[config.mk]
export PLATFORM = sky130hd
export DESIGN_NAME = pps_scanner
export DESIGN_NICKNAME = d
export VERILOG_FILES = /design/src/include/pps_pkg.sv /design/src/rtl/pps_retrig.sv /design/src/rtl/pps_scanner.sv
export SDC_FILE = /design/constraint.sdc
export NUM_CORES = 1
export LEC_CHECK = 0
export ABC_CLOCK_PERIOD_IN_PS = 2500
export BUFFER_PORTS_ARGS = -buffer_cell sky130_fd_sc_hd__buf_2
export CAP_MARGIN = 15
export CORE_MARGIN = 5
export CORE_UTILIZATION = 40
export CTS_BUF_LIST = sky130_fd_sc_hd__clkbuf_8 sky130_fd_sc_hd__clkbuf_16
export CTS_CLUSTER_DIAMETER = 120
export DETAILED_ROUTE_END_ITERATION = 10
export SYNTH_ARGS = -nofsm -noshare
export SYNTH_HDL_FRONTEND = slang
export SYNTH_HIERARCHICAL = 1
export SYNTH_SLANG_ARGS = --single-unit
[constraint.sdc]
create_clock -name hclk -period 2.5 [get_ports hclk]
set_input_delay 0 -clock hclk [delete_from_list [all_inputs] [get_ports hclk]]
set_output_delay 0 -clock hclk [all_outputs]
set_load 0.05 [all_outputs]
[src/include/pps_pkg.sv]
package pps_pkg;
	// ==============================================================
	// Clock and timing
	// ==============================================================
	localparam int unsigned CLK_HZ = 200_000_000;
	localparam int unsigned SCAN_HZ = 10_000;
	localparam int unsigned SCAN_DIV_CYC = CLK_HZ / SCAN_HZ;
	localparam int unsigned ONLINE_HZ = 30;
	// Least hold time: round up so a 30 Hz poll rate still keeps it lit
	localparam int unsigned ONLINE_CYC = (CLK_HZ + ONLINE_HZ - 1) / ONLINE_HZ;
	localparam int unsigned LATCH_DLY_NS = 50;
	localparam int unsigned LATCH_DLY_CYC = (LATCH_DLY_NS * (CLK_HZ / 1_000_000) + 999) / 1000;
	localparam int unsigned ADC_PULSE_NS = 100;
	localparam int unsigned ADC_PULSE_CYC = (ADC_PULSE_NS * (CLK_HZ / 1_000_000) + 999) / 1000;
	// Contact detector timeout in scan steps; must exceed one 32-step sweep
	localparam int unsigned DET_STEPS = 48;

	// ==============================================================
	// Scan positions
	// ==============================================================
	localparam int unsigned POS_W = 5;
	localparam int unsigned NUM_JACKS = 28;
	localparam int unsigned FIRST_TP = 3;
	localparam logic [4:0] POS_OPEN = 5'h00;
	localparam logic [4:0] POS_GROUND = 5'h01;
	localparam logic [4:0] POS_SHORT = 5'h02;
	localparam logic [4:0] POS_WRAP = 5'h1F;

	// ==============================================================
	// Readout words
	// ==============================================================
	localparam int unsigned WORD_W = 12;
	localparam logic [1:0] SEL_PROBES = 2'h0;
	localparam logic [1:0] SEL_OHMS = 2'h1;
	localparam logic [1:0] SEL_SWITCH = 2'h2;

	// ==============================================================
	// Register map (byte offsets)
	// ==============================================================
	localparam logic [7:0] REG_CTRL = 8'h00;
	localparam logic [7:0] REG_STATUS = 8'h04;
	localparam logic [7:0] REG_WORD = 8'h08;
	localparam int unsigned CTRL_RUN_BIT = 0;
	localparam logic [31:0] CTRL_RESET = 32'h0000_0001;
endpackage

[src/rtl/pps_retrig.sv]
// Retriggerable one-shot: reloads on trig, counts down on step.
module pps_retrig #(
	parameter int unsigned W = 24,
	parameter int unsigned LEN = 16
) (
	input wire logic hclk,
	input wire logic hresetn,
	input wire logic trig,
	input wire logic step,
	output logic active
);
	logic [W-1:0] cnt_r;

	always_ff @(posedge hclk or negedge hresetn) begin
		if (!hresetn) begin
			cnt_r <= '0;
		end else if (trig) begin
			cnt_r <= W'(LEN);
		end else if (step && cnt_r != '0) begin
			cnt_r <= cnt_r - W'(1);
		end
	end

	assign active = (cnt_r != '0);
endmodule // pps_retrig

[src/rtl/pps_scanner.sv]
// What this block does
// - Free-running 10 kHz scan tick steps a five-bit counter over 32 positions.
// - Positions 3..30 drive 28 jacks; three codes reserved, one unused.
// - Each jack pulses low while the counter equals its number.
// - Per-probe retriggerable contact detector; received pulse strobes count into latch.
// - Latch strobe is delayed after the scan step so the count is stable.
// - Each probe latch keeps a five-bit position number.
// - Touching probe is recaptured every sweep, about 300 Hz.
// - Black probe has identical detector, gating and latch; scan shared.
// - Reserved codes: 0 open, 1 grounded, 2 probes shorted together.
// - Detector timed out: count zero strobes zero into the latch.
// - Ground input asserted: count zero loads one instead of zero.
// - Short input asserted: red zero strobe loads two into both latches.
// - Poll strobe active halts the scan so positions cannot change.
// - Poll strobe trailing edge issues an ADC start-conversion pulse.
// - Retriggerable poll timer holds on-line lit for polls 30 Hz or faster.
// - Four-word twelve-bit readout mux, three used, chosen by two selects.
// - Selects low,high: 00 probes, 10 ohms adjust, 01 switch positions.
//
// Implementation choices: the placing of the registers and the AHB-Lite register port.
module pps_scanner #(
	parameter int unsigned SCAN_DIV = pps_pkg::SCAN_DIV_CYC,
	parameter int unsigned ONLINE_LEN = pps_pkg::ONLINE_CYC
) (
	input wire logic hclk,
	input wire logic hresetn,
	// AHB-Lite slave
	input wire logic hsel,
	input wire logic [31:0] haddr,
	input wire logic [1:0] htrans,
	input wire logic hwrite,
	input wire logic [2:0] hsize,
	input wire logic [31:0] hwdata,
	input wire logic hready,
	output logic hreadyout,
	output logic hresp,
	output logic [31:0] hrdata,
	// Test jacks and probes
	output logic [27:0] test_point_n,
	input wire logic red_probe_n,
	input wire logic blk_probe_n,
	input wire logic red_ground,
	input wire logic blk_ground,
	input wire logic probes_shorted,
	// Host poll side
	input wire logic poll_strobe,
	input wire logic word_select_low,
	input wire logic word_select_high,
	output logic [11:0] host_word,
	output logic online,
	output logic adc_start,
	// Panel inputs
	input wire logic [7:0] adc_result,
	input wire logic [2:0] function_sw,
	input wire logic [2:0] range_sw,
	input wire logic [3:0] board_id,
	input wire logic power_sw
);
	// ==============================================================
	// Declarations
	// ==============================================================
	logic [31:0] ctrl_r;
	logic [15:0] div_r;
	logic scan_tick;
	logic scan_halt;
	logic [4:0] count_r;
	logic [7:0] dly_r;
	logic latch_stb;
	logic poll_d_r;
	logic poll_fall;
	logic poll_rise;
	logic [1:0] probe_n;
	logic [1:0] ground;
	logic [1:0] det_active;
	logic [1:0] det_trig;
	logic [4:0] pos_r [2];
	logic [1:0] word_sel;
	logic [11:0] word_nxt;
	logic addr_sel_r;
	logic addr_wr_r;
	logic [7:0] addr_r;
	logic [31:0] rdata_nxt;
	logic [27:0] jack_n_nxt;
	logic [11:0] probes_word;
	logic [11:0] ohms_word;
	logic [11:0] switch_word;
	logic [31:0] status_word;
	logic wr_ctrl;
	logic rd_sel;

	// ==============================================================
	// Scan oscillator and counter
	// ==============================================================
	// Halting the divider too keeps the phase of the interrupted step
	assign scan_halt = poll_strobe || !ctrl_r[pps_pkg::CTRL_RUN_BIT];

	always_ff @(posedge hclk or negedge hresetn) begin
		if (!hresetn) begin
			div_r <= '0;
		end else if (!scan_halt) begin
			if (div_r == 16'(SCAN_DIV - 1)) begin
				div_r <= '0;
			end else begin
				div_r <= div_r + 16'h0001;
			end
		end
	end

	// SCAN_DIV must exceed the latch delay, or the strobe is reloaded before it fires
	assign scan_tick = !scan_halt && (div_r == 16'(SCAN_DIV - 1));

	always_ff @(posedge hclk or negedge hresetn) begin
		if (!hresetn) begin
			count_r <= pps_pkg::POS_OPEN;
		end else if (scan_tick) begin
			if (count_r == pps_pkg::POS_WRAP) begin
				count_r <= pps_pkg::POS_OPEN;
			end else begin
				count_r <= count_r + 5'h01;
			end
		end
	end

	// ==============================================================
	// Jack drive
	// ==============================================================
	// Decoding the counter straight onto the pins would let a jack glitch
	// low while the count bits settle; the register gives clean pulses
	// Jacks lag the count by one cycle, well inside the latch delay
	generate
		for (genvar j = 0; j < 28; j++) begin : g_jack
			assign jack_n_nxt[j] =
				(count_r != 5'(j + pps_pkg::FIRST_TP));
		end
	endgenerate

	always_ff @(posedge hclk or negedge hresetn) begin
		if (!hresetn) begin
			test_point_n <= '1;
		end else begin
			test_point_n <= jack_n_nxt;
		end
	end

	// ==============================================================
	// Delayed latch strobe
	// ==============================================================
	// The strobe fires well after the counter step, never on it
	always_ff @(posedge hclk or negedge hresetn) begin
		if (!hresetn) begin
			dly_r <= '0;
		end else if (scan_tick) begin
			dly_r <= 8'(pps_pkg::LATCH_DLY_CYC);
		end else if (dly_r != '0) begin
			dly_r <= dly_r - 8'h01;
		end
	end

	// A poll in progress suppresses capture as well as the scan
	assign latch_stb = (dly_r == 8'h01) && !poll_strobe;

	// ==============================================================
	// Probe detectors and position latches
	// ==============================================================
	assign probe_n = {blk_probe_n, red_probe_n};
	assign ground = {blk_ground, red_ground};

	generate
		for (genvar p = 0; p < 2; p++) begin : g_probe
			logic [4:0] zero_pos;
			logic zero_load;
			// Shares scan, counter and strobe; only this part repeats
			assign det_trig[p] = latch_stb && !probe_n[p];

			pps_retrig #(
				.W(8),
				.LEN(pps_pkg::DET_STEPS)
			) u_det (
				.hclk(hclk),
				.hresetn(hresetn),
				.trig(det_trig[p]),
				.step(scan_tick),
				.active(det_active[p])
			);

			// Value a count-zero strobe loads while this probe is idle;
			// a short outranks ground, and ground outranks open
			always_comb begin
				if (probes_shorted && !det_active[0]) begin
					zero_pos = pps_pkg::POS_SHORT;
				end else if (ground[p]) begin
					zero_pos = pps_pkg::POS_GROUND;
				end else begin
					zero_pos = pps_pkg::POS_OPEN;
				end
			end

			// The short case borrows the red strobe even if black still counts down
			assign zero_load = latch_stb && (count_r == pps_pkg::POS_OPEN)
				&& ((probes_shorted && !det_active[0]) || !det_active[p]);

			always_ff @(posedge hclk or negedge hresetn) begin
				if (!hresetn) begin
					pos_r[p] <= pps_pkg::POS_OPEN;
				end else if (det_trig[p]) begin
					pos_r[p] <= count_r;
				end else if (zero_load) begin
					pos_r[p] <= zero_pos;
				end
			end
		end
	endgenerate

	// ==============================================================
	// Poll strobe: ADC start and on-line timer
	// ==============================================================
	always_ff @(posedge hclk or negedge hresetn) begin
		if (!hresetn) begin
			poll_d_r <= 1'b0;
		end else begin
			poll_d_r <= poll_strobe;
		end
	end

	assign poll_fall = poll_d_r && !poll_strobe;
	assign poll_rise = !poll_d_r && poll_strobe;

	// Starting only after the read lets the host take the old result first
	pps_retrig #(
		.W(8),
		.LEN(pps_pkg::ADC_PULSE_CYC)
	) u_adc (
		.hclk(hclk),
		.hresetn(hresetn),
		.trig(poll_fall),
		.step(1'b1),
		.active(adc_start)
	);

	pps_retrig #(
		.W(24),
		.LEN(ONLINE_LEN)
	) u_online (
		.hclk(hclk),
		.hresetn(hresetn),
		.trig(poll_rise),
		.step(1'b1),
		.active(online)
	);

	// ==============================================================
	// Readout multiplexer
	// ==============================================================
	assign word_sel = {word_select_high, word_select_low};

	// Red sits above black; the low bits of the ohms word stay zero
	assign probes_word = {2'h0, pos_r[0], pos_r[1]};
	assign ohms_word = {adc_result, 4'h0};
	assign switch_word = {function_sw, range_sw, board_id, power_sw, 1'b0};

	always_comb begin
		case (word_sel)
			pps_pkg::SEL_PROBES: begin
				word_nxt = probes_word;
			end
			pps_pkg::SEL_OHMS: begin
				word_nxt = ohms_word;
			end
			pps_pkg::SEL_SWITCH: begin
				word_nxt = switch_word;
			end
			default: begin
				word_nxt = '0;
			end
		endcase
	end

	always_ff @(posedge hclk or negedge hresetn) begin
		if (!hresetn) begin
			host_word <= '0;
		end else begin
			host_word <= word_nxt;
		end
	end

	// ==============================================================
	// AHB-Lite register slave
	// ==============================================================
	// Zero wait states: every transfer completes in its first data cycle
	assign hreadyout = 1'b1;
	assign hresp = 1'b0;

	// Read data is fetched in the address phase so it stands through the data phase
	assign rd_sel = hready && hsel && htrans[1] && !hwrite;
	// A write lands at the end of its data phase, while hwdata stands
	assign wr_ctrl = addr_sel_r && addr_wr_r && hready && (addr_r == pps_pkg::REG_CTRL);
	// Count and both positions stay readable between captures
	assign status_word = {11'h0, online, det_active, pos_r[1], pos_r[0],
		3'h0, count_r};

	always_ff @(posedge hclk or negedge hresetn) begin
		if (!hresetn) begin
			addr_sel_r <= 1'b0;
			addr_wr_r <= 1'b0;
			addr_r <= '0;
		end else if (hready) begin
			addr_sel_r <= hsel && htrans[1];
			addr_wr_r <= hwrite;
			addr_r <= haddr[7:0];
		end
	end

	always_ff @(posedge hclk or negedge hresetn) begin
		if (!hresetn) begin
			ctrl_r <= pps_pkg::CTRL_RESET;
		end else if (wr_ctrl) begin
			ctrl_r <= {31'h0, hwdata[pps_pkg::CTRL_RUN_BIT]};
		end
	end

	always_comb begin
		rdata_nxt = '0;
		case (haddr[7:0])
			pps_pkg::REG_CTRL: begin
				rdata_nxt = ctrl_r;
			end
			pps_pkg::REG_STATUS: begin
				rdata_nxt = status_word;
			end
			pps_pkg::REG_WORD: begin
				rdata_nxt = {20'h0, host_word};
			end
			default: begin
				rdata_nxt = '0;
			end
		endcase
	end

	always_ff @(posedge hclk or negedge hresetn) begin
		if (!hresetn) begin
			hrdata <= '0;
		end else if (rd_sel) begin
			hrdata <= rdata_nxt;
		end
	end
endmodule // pps_scanner

==> results of run 1 <==
worst paths after layout:
check                      slack [ps]                 end  depth (start not counted)               start
setup reg to reg                   40  u_online/cnt_r[10]                          7  u_online/cnt_r[19]
min in group asynchronous         160          count_r[2]                          2             hresetn
hold / removal                     50           addr_wr_r                          2              hready
max in group asynchronous        1560           hrdata[2]                          3             hresetn
setup / recovery                   40  u_online/cnt_r[10]                          7  u_online/cnt_r[19]
hold reg to reg                   470           hrdata[3]                          2           hrdata[3]
routing by layer:
| layer | global-route usage [%] | up-vias |
|---|---|---|
| met5 | 0 | - |
| li1 | - | 2956 |
| met3 | 4.558 | 17 |
| met4 | 4.485 | 2 |
| met1 | 24.41 | 2989 |
| met2 | 27.36 | 119 |
timing repair:
| item | 4_1_cts | 5_1_grt |
|---|---|---|
| hold buffers | 40 | 0 |
| buffers inserted | 1 | 0 |
| resized for setup | 3 | 6 |
| endpoints found under the setup margin | 1 | 8 |
| gates cloned | 0 | 1 |
| pin swaps | 1 | 0 |
| hold endpoints to repair | 98 | 0 |
logic make-up after synthesis:
| logic type | after synthesis | synth area share [%] |
|---|---|---|
| AND/OR/NAND/NOR | 275 | 21.06 |
| flip-flops | 160 | 52.20 |
| AO/OA/AOI/OAI | 153 | 13.81 |
| buffers and inverters | 71 | 4.284 |
| multiplexers | 27 | 3.750 |
| XOR/XNOR | 21 | 2.376 |
| adder cells (fa/ha/maj) | 15 | 2.425 |
| other | 2 | 0.09703 |
through the flow:
stage / area (µm²) / setup slack, ps
after global routing: 9709 / -18.05
after CTS: 9667 / 20.98
after floorplan: 7834 / 13.58
final: 9709 / 38.67
after global placement: 8706 / 87.12
after detailed placement: 8706 / 62.43
Yosys cell counts (15+ instances only):
cell type,count,share of area [%]
dfrtp_1,131,42
o21ai_0,31,2.0
o31ai_1,20,1.9
ha_1,15,2.4
nand2_1,59,2.9
nor2b_1,21,1.7
nor2_1,45,2.2
nand3_1,26,1.7
a21oi_1,34,2.2
clkbuf_1,19,0.92
or4_1,16,1.6
a22o_1,17,1.9
dfstp_2,29,9.8
inv_1,24,1.2
power groups by stage:
stage | clock (mW) | sequential (mW) | combinational, mW
2_1_floorplan | 0 | 2.83 | 0.317
3_3_place_gp | 0 | 2.79 | 0.535
3_5_place_dp | 0 | 2.79 | 0.541
4_1_cts | 2.46 | 2.75 | 0.596
5_1_grt | 2.59 | 2.76 | 0.662
6_report | 2.39 | 2.75 | 0.600
worst reg2reg max path, cell delays in order (launching register included):
cell	delay (ps)
dfrtp_1	400
or4_4	560
or4b_4	530
buf_4	180
o311ai_4	250
buf_2	230
or3_1	130
a21oi_1	60
registers in the layout, summed over array words and instances (netlist names):
register	count
u_online/cnt_r	24
dly_r	8
hrdata	21
div_r	16
host_word	12
poll_d_r	1
test_point_n	28
pos_r	10
addr_sel_r	1
addr_wr_r	1
addr_r	8
g_probe.u_det/cnt_r	16
ctrl_r	1
count_r	5
u_adc/cnt_r	8
cell type report:
type / count / area share [%]
antenna: 1 / 0.02577
sequential: 160 / 41.61
tap: 260 / 3.351
multi-input combinational: 513 / 35.86
timing repair buffer: 180 / 12.54
clock buffer: 18 / 4.523
inverter: 26 / 1.031
clock inverter: 14 / 1.057
cells in the final DEF, fill, tap and decap left out, types with 11 or more instances in the layout:
| cell | n |
|---|---|
| a21oi_1 | 34 |
| a22o_1 | 17 |
| buf_2 | 103 |
| buf_4 | 33 |
| clkbuf_16 | 17 |
| conb_1 | 22 |
| dfrtp_1 | 131 |
| dfstp_2 | 29 |
| dlygate4sd3_1 | 40 |
| ha_1 | 14 |
| inv_1 | 27 |
| mux2_2 | 13 |
| mux2i_1 | 11 |
| nand2_1 | 59 |
| nand3_1 | 26 |
| nand4_1 | 12 |
| nor2_1 | 45 |
| nor2b_1 | 21 |
| o21ai_0 | 31 |
| o31ai_1 | 20 |
| or3_1 | 13 |
| or4_1 | 16 |
| xnor2_1 | 12 |
==> results summary, run 1 <==
Based on the critical path, the design can be clocked at up to 0.4063 GHz. The largest fanout on the critical path is 6. The sequential fraction of design power came out at 47.9%. The DRC violation count after routing came out at 0. The switching power of the nets is 1.452 mW. The count of cell types in the netlist is 75. For this run, the number of standard cells in the final layout without fillers is 1,172. CTS saw 160 sinks.

The count of filler cells inserted in the layout came out at 1,731. The leakage component of the power came out at 4.244 nW. The count of state elements after synthesis came out at 160. The DRC violation total after the first TritonRoute iteration is 279. TritonCTS built the clock tree.

The post-synthesis cell count is 724. The total via count after detailed routing is 6,083. On the critical path the largest part of the delay comes from simple AND/OR/NAND/NOR gates. The dominant register cell in the synthesized netlist is dfrtp_1.

The arrival time of data at the critical path endpoint is 2760 ps. The maximum number of pins on one net before global-route repair came out at 68. The data required time at the worst endpoint is 2800 ps. The routed wirelength normalized by instance count came out at 16.29 µm.

The total routed wirelength came out at 19,090 µm. The clock passes through at most 2 buffers. After synthesis, the mean cell area works out to 10.69 µm². Setup repair after global routing could not meet its margin everywhere. In this run, CTS created clock tree buffers numbering 17. The worst setup path is captured at a flop. The area of the core came out at 18,890 µm². The number of buffers and inverters on the critical path is 2.

After detailed routing, the number of vias per cell comes to 5.190. The cell-internal power came out at 4.287 mW. Once detail routing completed, the nets flagged for antenna violations numbered 0. The final critical path takes up 98.45% of the cycle. The die is 149.1 µm tall. The number of instances in the placed design came out at 1,097. The transition time of the tightest slew-check pin is 871.5 ps. In this run the clock root is driven by a clkbuf_16.

The shortest clock period the worst path allows after layout came out at 2461 ps. The proportion of layout cells with a drive suffix above 1 is 27.11%. The largest individual stage delay along the critical path comes from the cell or4_4.

At the later pin of the worst-skew pair, clock insertion delay measures 430 ps. Input and output buffers added on the ports amount to 104. The total number of H-tree levels is 4. The die area came out at 22,230 µm². The sequential cell area is 4040 µm². The initial core utilization came out at 40.97%. STA classifies the critical path startpoint as a flop. Compared with the post-synthesis result, the final layout area differs by 25.44%.

The number of max-cap violations came out at 0. Combinational logic is responsible for 10.4% of the overall power. The layout net count came out at 1,014. The residual overflow from global routing came out at 0. The max-slew violation count is 0.

Detailed routing placed a total of 858 µm of wire on met3. At the end of routability-driven placement, the weighted congestion stood at 0.8405. The flow ran to the end, and the final reports show no timing, DRC or antenna violations. Of the total power, the share spent switching nets is 25.30%. The worst setup path is of the reg2reg kind. The initial antenna violation count is 2. On the worst path, the slowest cell contributes a delay of 560 ps. The number of setup violations in the final report is 0. The detailed-routing wirelength on met1 is 9278 µm.

The number of top-level pins came out at 177. The overall fraction of global-route tracks in use came out at 17.52%. The proportion of register bits with asynchronous set or reset after synthesis is 100.0%. On the final layout, the worst hold slack is 48.05 ps. The area of the multi-input gates came out at 3482 µm². The number of iterations in the first detailed-routing pass came out at 4. The total standard cell area after synthesis came out at 7740 µm². The floorplan step set the die width to 149.1 µm. The power density of the placed cells is 591.1 nW/µm².

The total negative slack came out at 0 ps. The maximum vdd drop came out at 442.7 µV. The signal on the critical path passes through or4_4 > or4b_4 > buf_4 > o311ai_4 > buf_2 > or3_1 > a21oi_1. The final-report hold violation count is 0. For this run, the number of Yosys warnings is 6. The clock-pin slew on the worst setup and hold paths came out at 70 ps. At the end of the flow the core is filled with cells to 51.39%.

The clock skew after layout came out at 13.11 ps. The relative max-transition margin came out at 41.78%. The share of total power in the clock network came out at 41.6%. The row count came out at 50. Yosys mapped a number of flops with a built-in enable equal to 0.

After synthesis, flip-flops and latches occupy 52.20% of the total area. The detailed route wirelength on metal2 came out at 8787 µm. The number of global-route vias before repair is 5,991.

The total power draw came out at 5.739 mW. The post-DP HPWL is 13,200 µm. The kind of path behind the tightest hold check is in2reg. After detailed routing, no signal wire sits above met5. The global-route wire length before repair came out at 30,940 µm.
No activity file was read; power rests on OpenSTA's default activity.
==> inputs of run 2 (changes only) <==
Settings changed: BUFFER_PORTS_ARGS -buffer_cell sky130_fd_sc_hd__buf_2 to default, DONT_BUFFER_PORTS from default to 1, SYNTH_HIERARCHICAL 1 to default.
==> run 2 against run 1 <==
Net effect: first-iteration DRC count increased by 30%; count of clock-buffer cells in the layout did not move; synthesized cell count is 4.7% lower; worst setup slack gained 31 ps; cell count is 15% lower; worst hold slack worse by 780 ps; sequential share of layout area rose by 4.7 points; routed wire length decreased by 6.1%; die area decreased by 4.7%; maximum frequency increased by 1.3%; the flow now finishes with violations (hold timing).
==> results summary, run 2 <==
The checks that failed: hold timing. The final-report hold violation count came out at 160 (+160). The area growth from synthesis to layout is 18.64%. The clock latency at the later pin of the worst-skew pair came out at 420 ps (about the same). The setup slack of the worst register-to-register path is 70 ps (+30 ps).

The register bank with the most flops is test_point_n. The power density of the placed cells came out at 686.1 nW/µm² (+16%). The routed wirelength normalized by instance count came to 18.08 µm (+11%). The number of setup violations in the final report came to 0 (unchanged).

The DRC violation count after routing is 0 (unchanged). The fmax is 0.4114 GHz (+1.3%). The die width came out at 145.6 µm (-2.4%). The number of max-cap violations came out at 0 (unchanged). Ranked by instance count, the synthesized netlist is headed by dfrtp_1 (131), nor2_1 (56), nand2_1 (52), nand3_1 (35), o21ai_0 (30).

The count of input and output buffers was 0 (-100%). The share of total power in combinational logic is 8.6% (-1.8 points). The total negative slack is 0 ps (unchanged). The final antenna-violating net count is 0 (unchanged). The clock-pin slew on the worst setup and hold paths is 60 ps (about the same). The routability congestion estimate came out at 0.8519 (+1.4%). Clock tree synthesis selected as its root buffer the cell clkbuf_16. The initial antenna violation count came to 0 (-2). The share of total power in the clock network is 43.4% (+1.8 points). The layout net count came to 867 (-14%). The total inserted antenna cells is 0 (-1). The worst hold-check slack is -729.1 ps (-777.1 ps). The post-synthesis area per instance is 10.65 µm² (-0.36%). The initial core utilization is 40.77% (-0.19 points). The row count came to 49 (-2.0%). The switching fraction of total power came to 25.36% (+0.056 points). The flow ran to the end, but the final reports show violations. The count of state elements after synthesis was 160 (unchanged). The post-synthesis cell count is 690 (-4.7%).

The area of the core is 18,020 µm² (-4.6%). The number of hold buffers added after cts came out at 40 (unchanged). The sequential area share after synthesis came to 54.97% (+2.8 points). The number of flip-flops under the largest register name is 28 (unchanged).

The maximum vdd drop came out at 534.2 µV (+21%). The arrival time of data at the critical path endpoint came to 2780 ps (+20 ps). The top cell types in the final layout, fill and taps aside, are dfrtp_1 (131), nor2_1 (56), nand2_1 (52). The most common cell after layout, fill and taps aside is dfrtp_1. The data required time at the worst endpoint came out at 2850 ps (+50 ps). The height of the die was 145.6 µm (-2.4%).

Setup repair after global routing left no endpoint under its margin. dfrtp_1 takes more of the synthesized area than any other cell. The DRC violation total after the first TritonRoute iteration came out at 364 (+30%). The share of the clock period used by the worst path is 97.23% (-1.2 points). The switching power of the nets is 1.517 mW (+4.5%). The proportion of register bits with asynchronous set or reset after synthesis came out at 100.0% (unchanged). TritonCTS built the clock tree. The max-slew violation count came out at 0 (unchanged). The number of iterations in the first detailed-routing pass came to 5 (+1). The clock buffer count from CTS came to 17 (unchanged).

The number of global-route vias before repair came out at 5,428 (-9.4%). The sequential fraction of design power came out at 48.0% (about the same). In the final layout, the registers with the most flip-flops are test_point_n: 28 flops, u_online.cnt_r: 24 flops, hrdata: 21 flops.

The number of flops mapped to enable cells by yosys came out at 0 (unchanged). The count of clock tree sinks was 160 (unchanged). The total number of H-tree levels is 4 (unchanged). Among all flip-flop cells after synthesis, the most frequent one is dfrtp_1. The worst hold path belongs to the class in2async. The nature of the critical path startpoint is a flop. The total routed wirelength came out at 17,940 µm (-6.1%). The residual overflow from global routing is 0 (unchanged). The number of top-level pins came out at 177 (unchanged). In the post-synthesis netlist, the cell with the most instances is dfrtp_1.

The via-per-instance ratio is 5.436 (+4.7%). The largest fanout on the critical path is 4 (-2). The total number of yosys warnings came out at 0 (-6). The overall fraction of global-route tracks in use came out at 17.04% (-0.48 points).

The total via count after detailed routing was 5,393 (-11%). The clock skew after layout came out at 13.07 ps (-0.03520 ps). The cell-internal power came out at 4.465 mW (+4.2%). The maximum number of pins on one net before global-route repair came to 161 (+140%).

The proportion of layout cells with a drive suffix above 1 is 15.33% (-12 points). The relative max-transition margin is 58.70% (+17 points). The count of filler cells inserted in the layout came out at 1,638 (-5.4%). The leakage component of the power was 3.718 nW (-12%).

The maximum clock insertion buffer count is 2 (unchanged). The die area is 21,180 µm² (-4.7%). The critical path is of the reg2reg type. By area the synthesized netlist is led by dfrtp_1 (45%), dfstp_2 (10%), nor2_1 (2.9%), xnor2_1 (2.9%), ha_1 (2.7%).

The endpoint class of the critical path is a flop. The post-DP HPWL was 12,230 µm (-7.4%). The number of instances in the placed design is 918 (-16%). The total standard cell area after synthesis is 7350 µm² (-5.0%). The global-route wire length before repair is 29,280 µm (-5.4%). The non-filler instance count after layout is 992 (-15%). The count of cell types in the netlist came out at 58 (-23%). The share of the synthesized area in the top cell type is 44.60% (+2.2 points). The transition time of the tightest slew-check pin is 619.5 ps (-252.1 ps). The shortest clock period the worst path allows after layout came out at 2431 ps (-30.53 ps).
[run 2: kinds of logic (layout without fill, tap and decap cells)]
kind of cell    Yosys count  after routing  synth area share [%]
flops                   160            160                 54.97
mux                      26             26                 3.796
buf+inv                  67            129                 4.205
simple gates            279            279                 20.11
fa+ha+maj                16             16                 2.724
other cells               2             13                0.1022
xor+xnor                 41             41                 4.886
compound gates           99             99                 9.210
[run 2: through the flow]
stage               worst slack (ps)  hold slack, ps  cell area (µm²)  power (mW)  utilization [%]
floorplan                      115.7          -295.6             7391       3.259                -
global placement               111.7          -290.6             7676       3.317            42.59
detailed placement             74.25          -290.1             7676       3.350            42.59
CTS                            8.120          -746.3             8701       6.039            48.27
global route                   17.59          -751.9             8720       6.241            48.38
finish                         69.20          -729.1             8720       5.983            48.38
[run 2: area by class of cell]
type	count	area, µm²	area share (%)
clock inverters	14	160.2	1.837
well taps	229	286.5	3.286
clock buffers	18	439.2	5.037
multi-input cells	474	3064	35.14
flip-flops and latches	160	4040	46.33
inverters	28	107.6	1.234
repair buffers	69	621.8	7.132
[run 2: critical path: stages (launching register included)]
cell	delay [ps]
dfrtp_1	420
or4_4	560
or4_4	540
or3_1	370
or4_1	400
nand2_1	80
[run 2: metal layers]
metal  share of wire [%]  global-route usage, %  wire [µm]  vias to the layer above
li1                    -                      -          -                     2556
met1                  43                  22.12       7791                     2698
met2                  51                  28.27       9091                      125
met3                 4.7                  4.235        845                       14
met4                 1.1                  5.177        206                        0
met5                   0                      0          0                        -
[run 2: repair_timing]
action                     4_1_cts  5_1_grt
setup buffers                    2        0
gates resized for setup          3        4
pin swaps                        1        1
setup endpoints to repair        1        6
hold endpoints to repair       222      160
[run 2: power by group through the flow]
stage	combinational [mW]	sequential [mW]	clock, mW
floorplan	0.375	2.88	0
global route	0.568	2.89	2.78
finish	0.513	2.87	2.60
global placement	0.411	2.91	0
detailed placement	0.434	2.92	0
CTS	0.514	2.87	2.66
[run 2: path summary, 6_finish.rpt]
check | from | end | cells after the start
setup / recovery | u_online.cnt_r[14] | u_online.cnt_r[17] | 5
hold / removal | hresetn | u_online.cnt_r[19] | 0
setup reg to reg | u_online.cnt_r[14] | u_online.cnt_r[17] | 5
hold reg to reg | div_r[15] | div_r[15] | 1
max in group asynchronous | hresetn | test_point_n[1] | 0
min in group hclk | blk_ground | pos_r[0] | 3
==> inputs of run 3 (changes only) <==
Settings changed: PLACE_DENSITY from default to 0.58.
==> run 3 against run 2 <==
Net effect: the run still ends with hold timing left; sequential power about the same; worst hold slack better by 2.1 ps; register-to-register slack barely moved; critical path depth unchanged; utilization about the same; sequential share of layout area hardly changed; total power down 1.2%; highest routed layer unchanged; first-iteration DRC count grew 7.4%; worst setup slack improved by 11 ps; routed wire length shrank 1.5%.
==> results summary, run 3 (synthesis results as in run 2) <==
The final-report hold violation count came out at 160 (unchanged). The die area came out at 21,180 µm² (unchanged). The maximum number of pins on one net before global-route repair came to 161 (unchanged). The largest registers in the layout are test_point_n: 28 flops, u_online.cnt_r: 24 flops, hrdata: 21 flops. The count of clock tree sinks was 160 (unchanged).

The number of flip-flops under the largest register name is 28 (unchanged). Relative to the synthesized area, the layout overhead comes to 18.52%. The layout net count is 868 (+0.12%). The nature of the critical path startpoint is a flop. The total via count after detailed routing came out at 5,424 (+0.57%). The number of global-route vias before repair is 5,481 (+0.98%). The total non-filler cell area in the finished layout came out at 8711 µm² (-0.10%).

The die width came out at 145.6 µm (unchanged). The routability congestion estimate is 0.8202 (-3.7%). Setup repair after global routing left no endpoint under its margin. The residual overflow from global routing is 0 (unchanged). The number of hold buffers added after cts was 40 (unchanged). The clock tree from TritonCTS is yes.

The clock buffer count from CTS was 17 (unchanged). The kind of cell adding the most delay to the critical path is simple AND/OR/NAND/NOR gates. The overall fraction of global-route tracks in use came out at 16.92% (-0.12 points). The non-filler instance count after layout came to 993 (+0.10%).

The number of iterations in the first detailed-routing pass came to 5 (unchanged). The clock-pin slew on the worst setup and hold paths came out at 60 ps (about the same). The arrival time of data at the critical path endpoint is 2780 ps (about the same).

The power density of the placed cells was 678.5 nW/µm² (-1.1%). The post-DP HPWL is 12,120 µm (-0.87%). The cell-internal power came out at 4.284 mW (-4.1%).

The DRC violation total after the first TritonRoute iteration is 391 (+7.4%). The share of total power in the clock network is 43.0% (-0.4 points). The max-slew violation count is 0 (unchanged).

The post-placement worst setup slack is 73.48 ps (-0.7707 ps). The initial core utilization came to 40.77% (unchanged). The transition time of the tightest slew-check pin is 655.3 ps (+35.85 ps). The area of the core came to 18,020 µm² (unchanged). The routed wirelength normalized by instance count came out at 17.79 µm (-1.6%). The final antenna-violating net count is 0 (unchanged).

The worst setup path is of the reg2reg kind. The clock latency at the later pin of the worst-skew pair is 430 ps (about the same). The register bank with the most flops is test_point_n. The leakage component of the power is 3.732 nW (+0.39%). The switching power of the nets came out at 1.626 mW (+7.2%). The share of the clock period used by the worst path came to 96.78% (-0.45 points). The shortest clock period the worst path allows after layout is 2419 ps (-11.31 ps). The sequential fraction of design power is 48.6% (+0.6 points).

The total number of H-tree levels came out at 4 (unchanged). The worst hold-check slack is -727.0 ps (+2.082 ps). The number of buffers and inverters on the critical path came out at 0 (unchanged). The smallest setup slack after layout is 80.51 ps (+11.31 ps).

The height of the die was 145.6 µm (unchanged). The number of instances in the placed design came out at 918 (unchanged). CTS placed an instance of clkbuf_16 at the clock tree root. The via-per-instance ratio is 5.462 (+0.47%).

The cell repeated most along the worst path is or4_4. The library cell used most frequently in the layout, excluding fill and tap cells, is dfrtp_1. The checks that failed: hold timing. The maximum clock insertion buffer count is 2 (unchanged).

The placed cell area came out at 7676 µm² (unchanged). The maximum vdd drop came out at 595.6 µV (+11%). The number of top-level pins is 177 (unchanged). The initial antenna violation count is 0 (unchanged).

The data required time at the worst endpoint came out at 2860 ps (about the same). In the layout the commonest cells are dfrtp_1 (131), nor2_1 (56), nand2_1 (52). The switching fraction of total power came out at 27.51% (+2.1 points). The relative max-transition margin is 55.91% (-2.8 points). The maximum single-stage delay on the critical path is 560 ps (about the same). Walking the worst path, the cells encountered are or4_4 > or4_4 > or3_1 > or4_1 > nand2_1.

The largest fanout on the critical path came to 4 (unchanged). The total negative slack is 0 ps (unchanged). The total routed wirelength came out at 17,660 µm (-1.5%). The fmax is 0.4133 GHz (+0.47%).

The proportion of layout cells with a drive suffix above 1 came out at 15.58% (+0.24 points). The count of input and output buffers is 0 (unchanged). The share of total power in combinational logic came out at 8.4% (-0.2 points). The run finished, with violations left. The DRC violation count after routing came out at 0 (unchanged). The number of max-cap violations is 0 (unchanged). The clock skew after layout came out at 10.90 ps (-2.177 ps). The total inserted antenna cells came out at 0 (unchanged).

On the critical path, the stage with the largest delay is an instance of or4_4. The row count came out at 49 (unchanged). The number of setup violations in the final report came out at 0 (unchanged). In this run the worst hold path is classified as in2async. The worst setup path is captured at a flop. The global-route wire length before repair came out at 29,220 µm (-0.19%).
-- run 3: cell types whose count changed in the layout (fill, tap and decap cells not counted) --
cell	before	now
inv_1	28	27
clkinv_4	4	1
inv_8	2	6
clkinv_2	0	1
clkbuf_8	1	0
clkinvlp_4	4	0
clkinv_8	0	2
bufinv_16	2	0
inv_6	1	5
buf_4	28	29
-- run 3: final timing paths --
check	cells past startpoint	startpoint	to	slack, ps
max reg2reg	5	u_online.cnt_r[14]	u_online.cnt_r[17]	80
min reg2reg	1	div_r[15]	div_r[15]	470
max	5	u_online.cnt_r[14]	u_online.cnt_r[17]	80
min in group hclk	3	haddr[3]	hrdata[14]	20
min	0	hresetn	u_online.cnt_r[18]	-730
max in group asynchronous	0	hresetn	test_point_n[4]	2930
-- run 3: power groups by stage --
| stage | logic (mW) | clock network, mW | registers (mW) |
|---|---|---|---|
| CTS | 0.499 | 2.60 | 2.87 |
| global route | 0.564 | 2.74 | 2.89 |
| detailed placement | 0.428 | 0 | 2.92 |
| global placement | 0.411 | 0 | 2.91 |
| floorplan | 0.375 | 0 | 2.88 |
| finish | 0.497 | 2.54 | 2.87 |
-- run 3: layout make-up --
cell class	count	area, µm²
Fill cell	1664	9314
Tap cell	229	286.5
Sequential cell	160	4040
Clock inverter	15	157.7
Multi-Input combinational cell	474	3064
Timing Repair Buffer	70	629.4
Inverter	28	107.6
Clock buffer	17	425.4
-- run 3: metrics by stage --
stage                     utilization, %  hold slack (ps)  total power [mW]
final                              48.33           -727.0             5.910
after detailed placement           42.59           -290.5             3.343
after global placement             42.59           -290.4             3.317
after floorplan                        -           -295.6             3.259
after global routing               48.33           -754.3             6.194
after CTS                          48.20           -749.7             5.970
-- run 3: layer usage --
layer	track usage, %	part of all wire (%)	vias up	routed length, µm
li1	-	-	2567	-
met1	22.23	44	2704	7807
met2	27.56	49	133	8626
met3	4.173	5.3	20	929
met4	5.597	1.7	0	301
met5	0	0	-	0
-- run 3: what timing repair did --
item,CTS,global route
buffers inserted,3,0
endpoints found under the setup margin,1,11
hold endpoints to repair,221,160
pin swaps,1,0
gates resized for setup,2,5
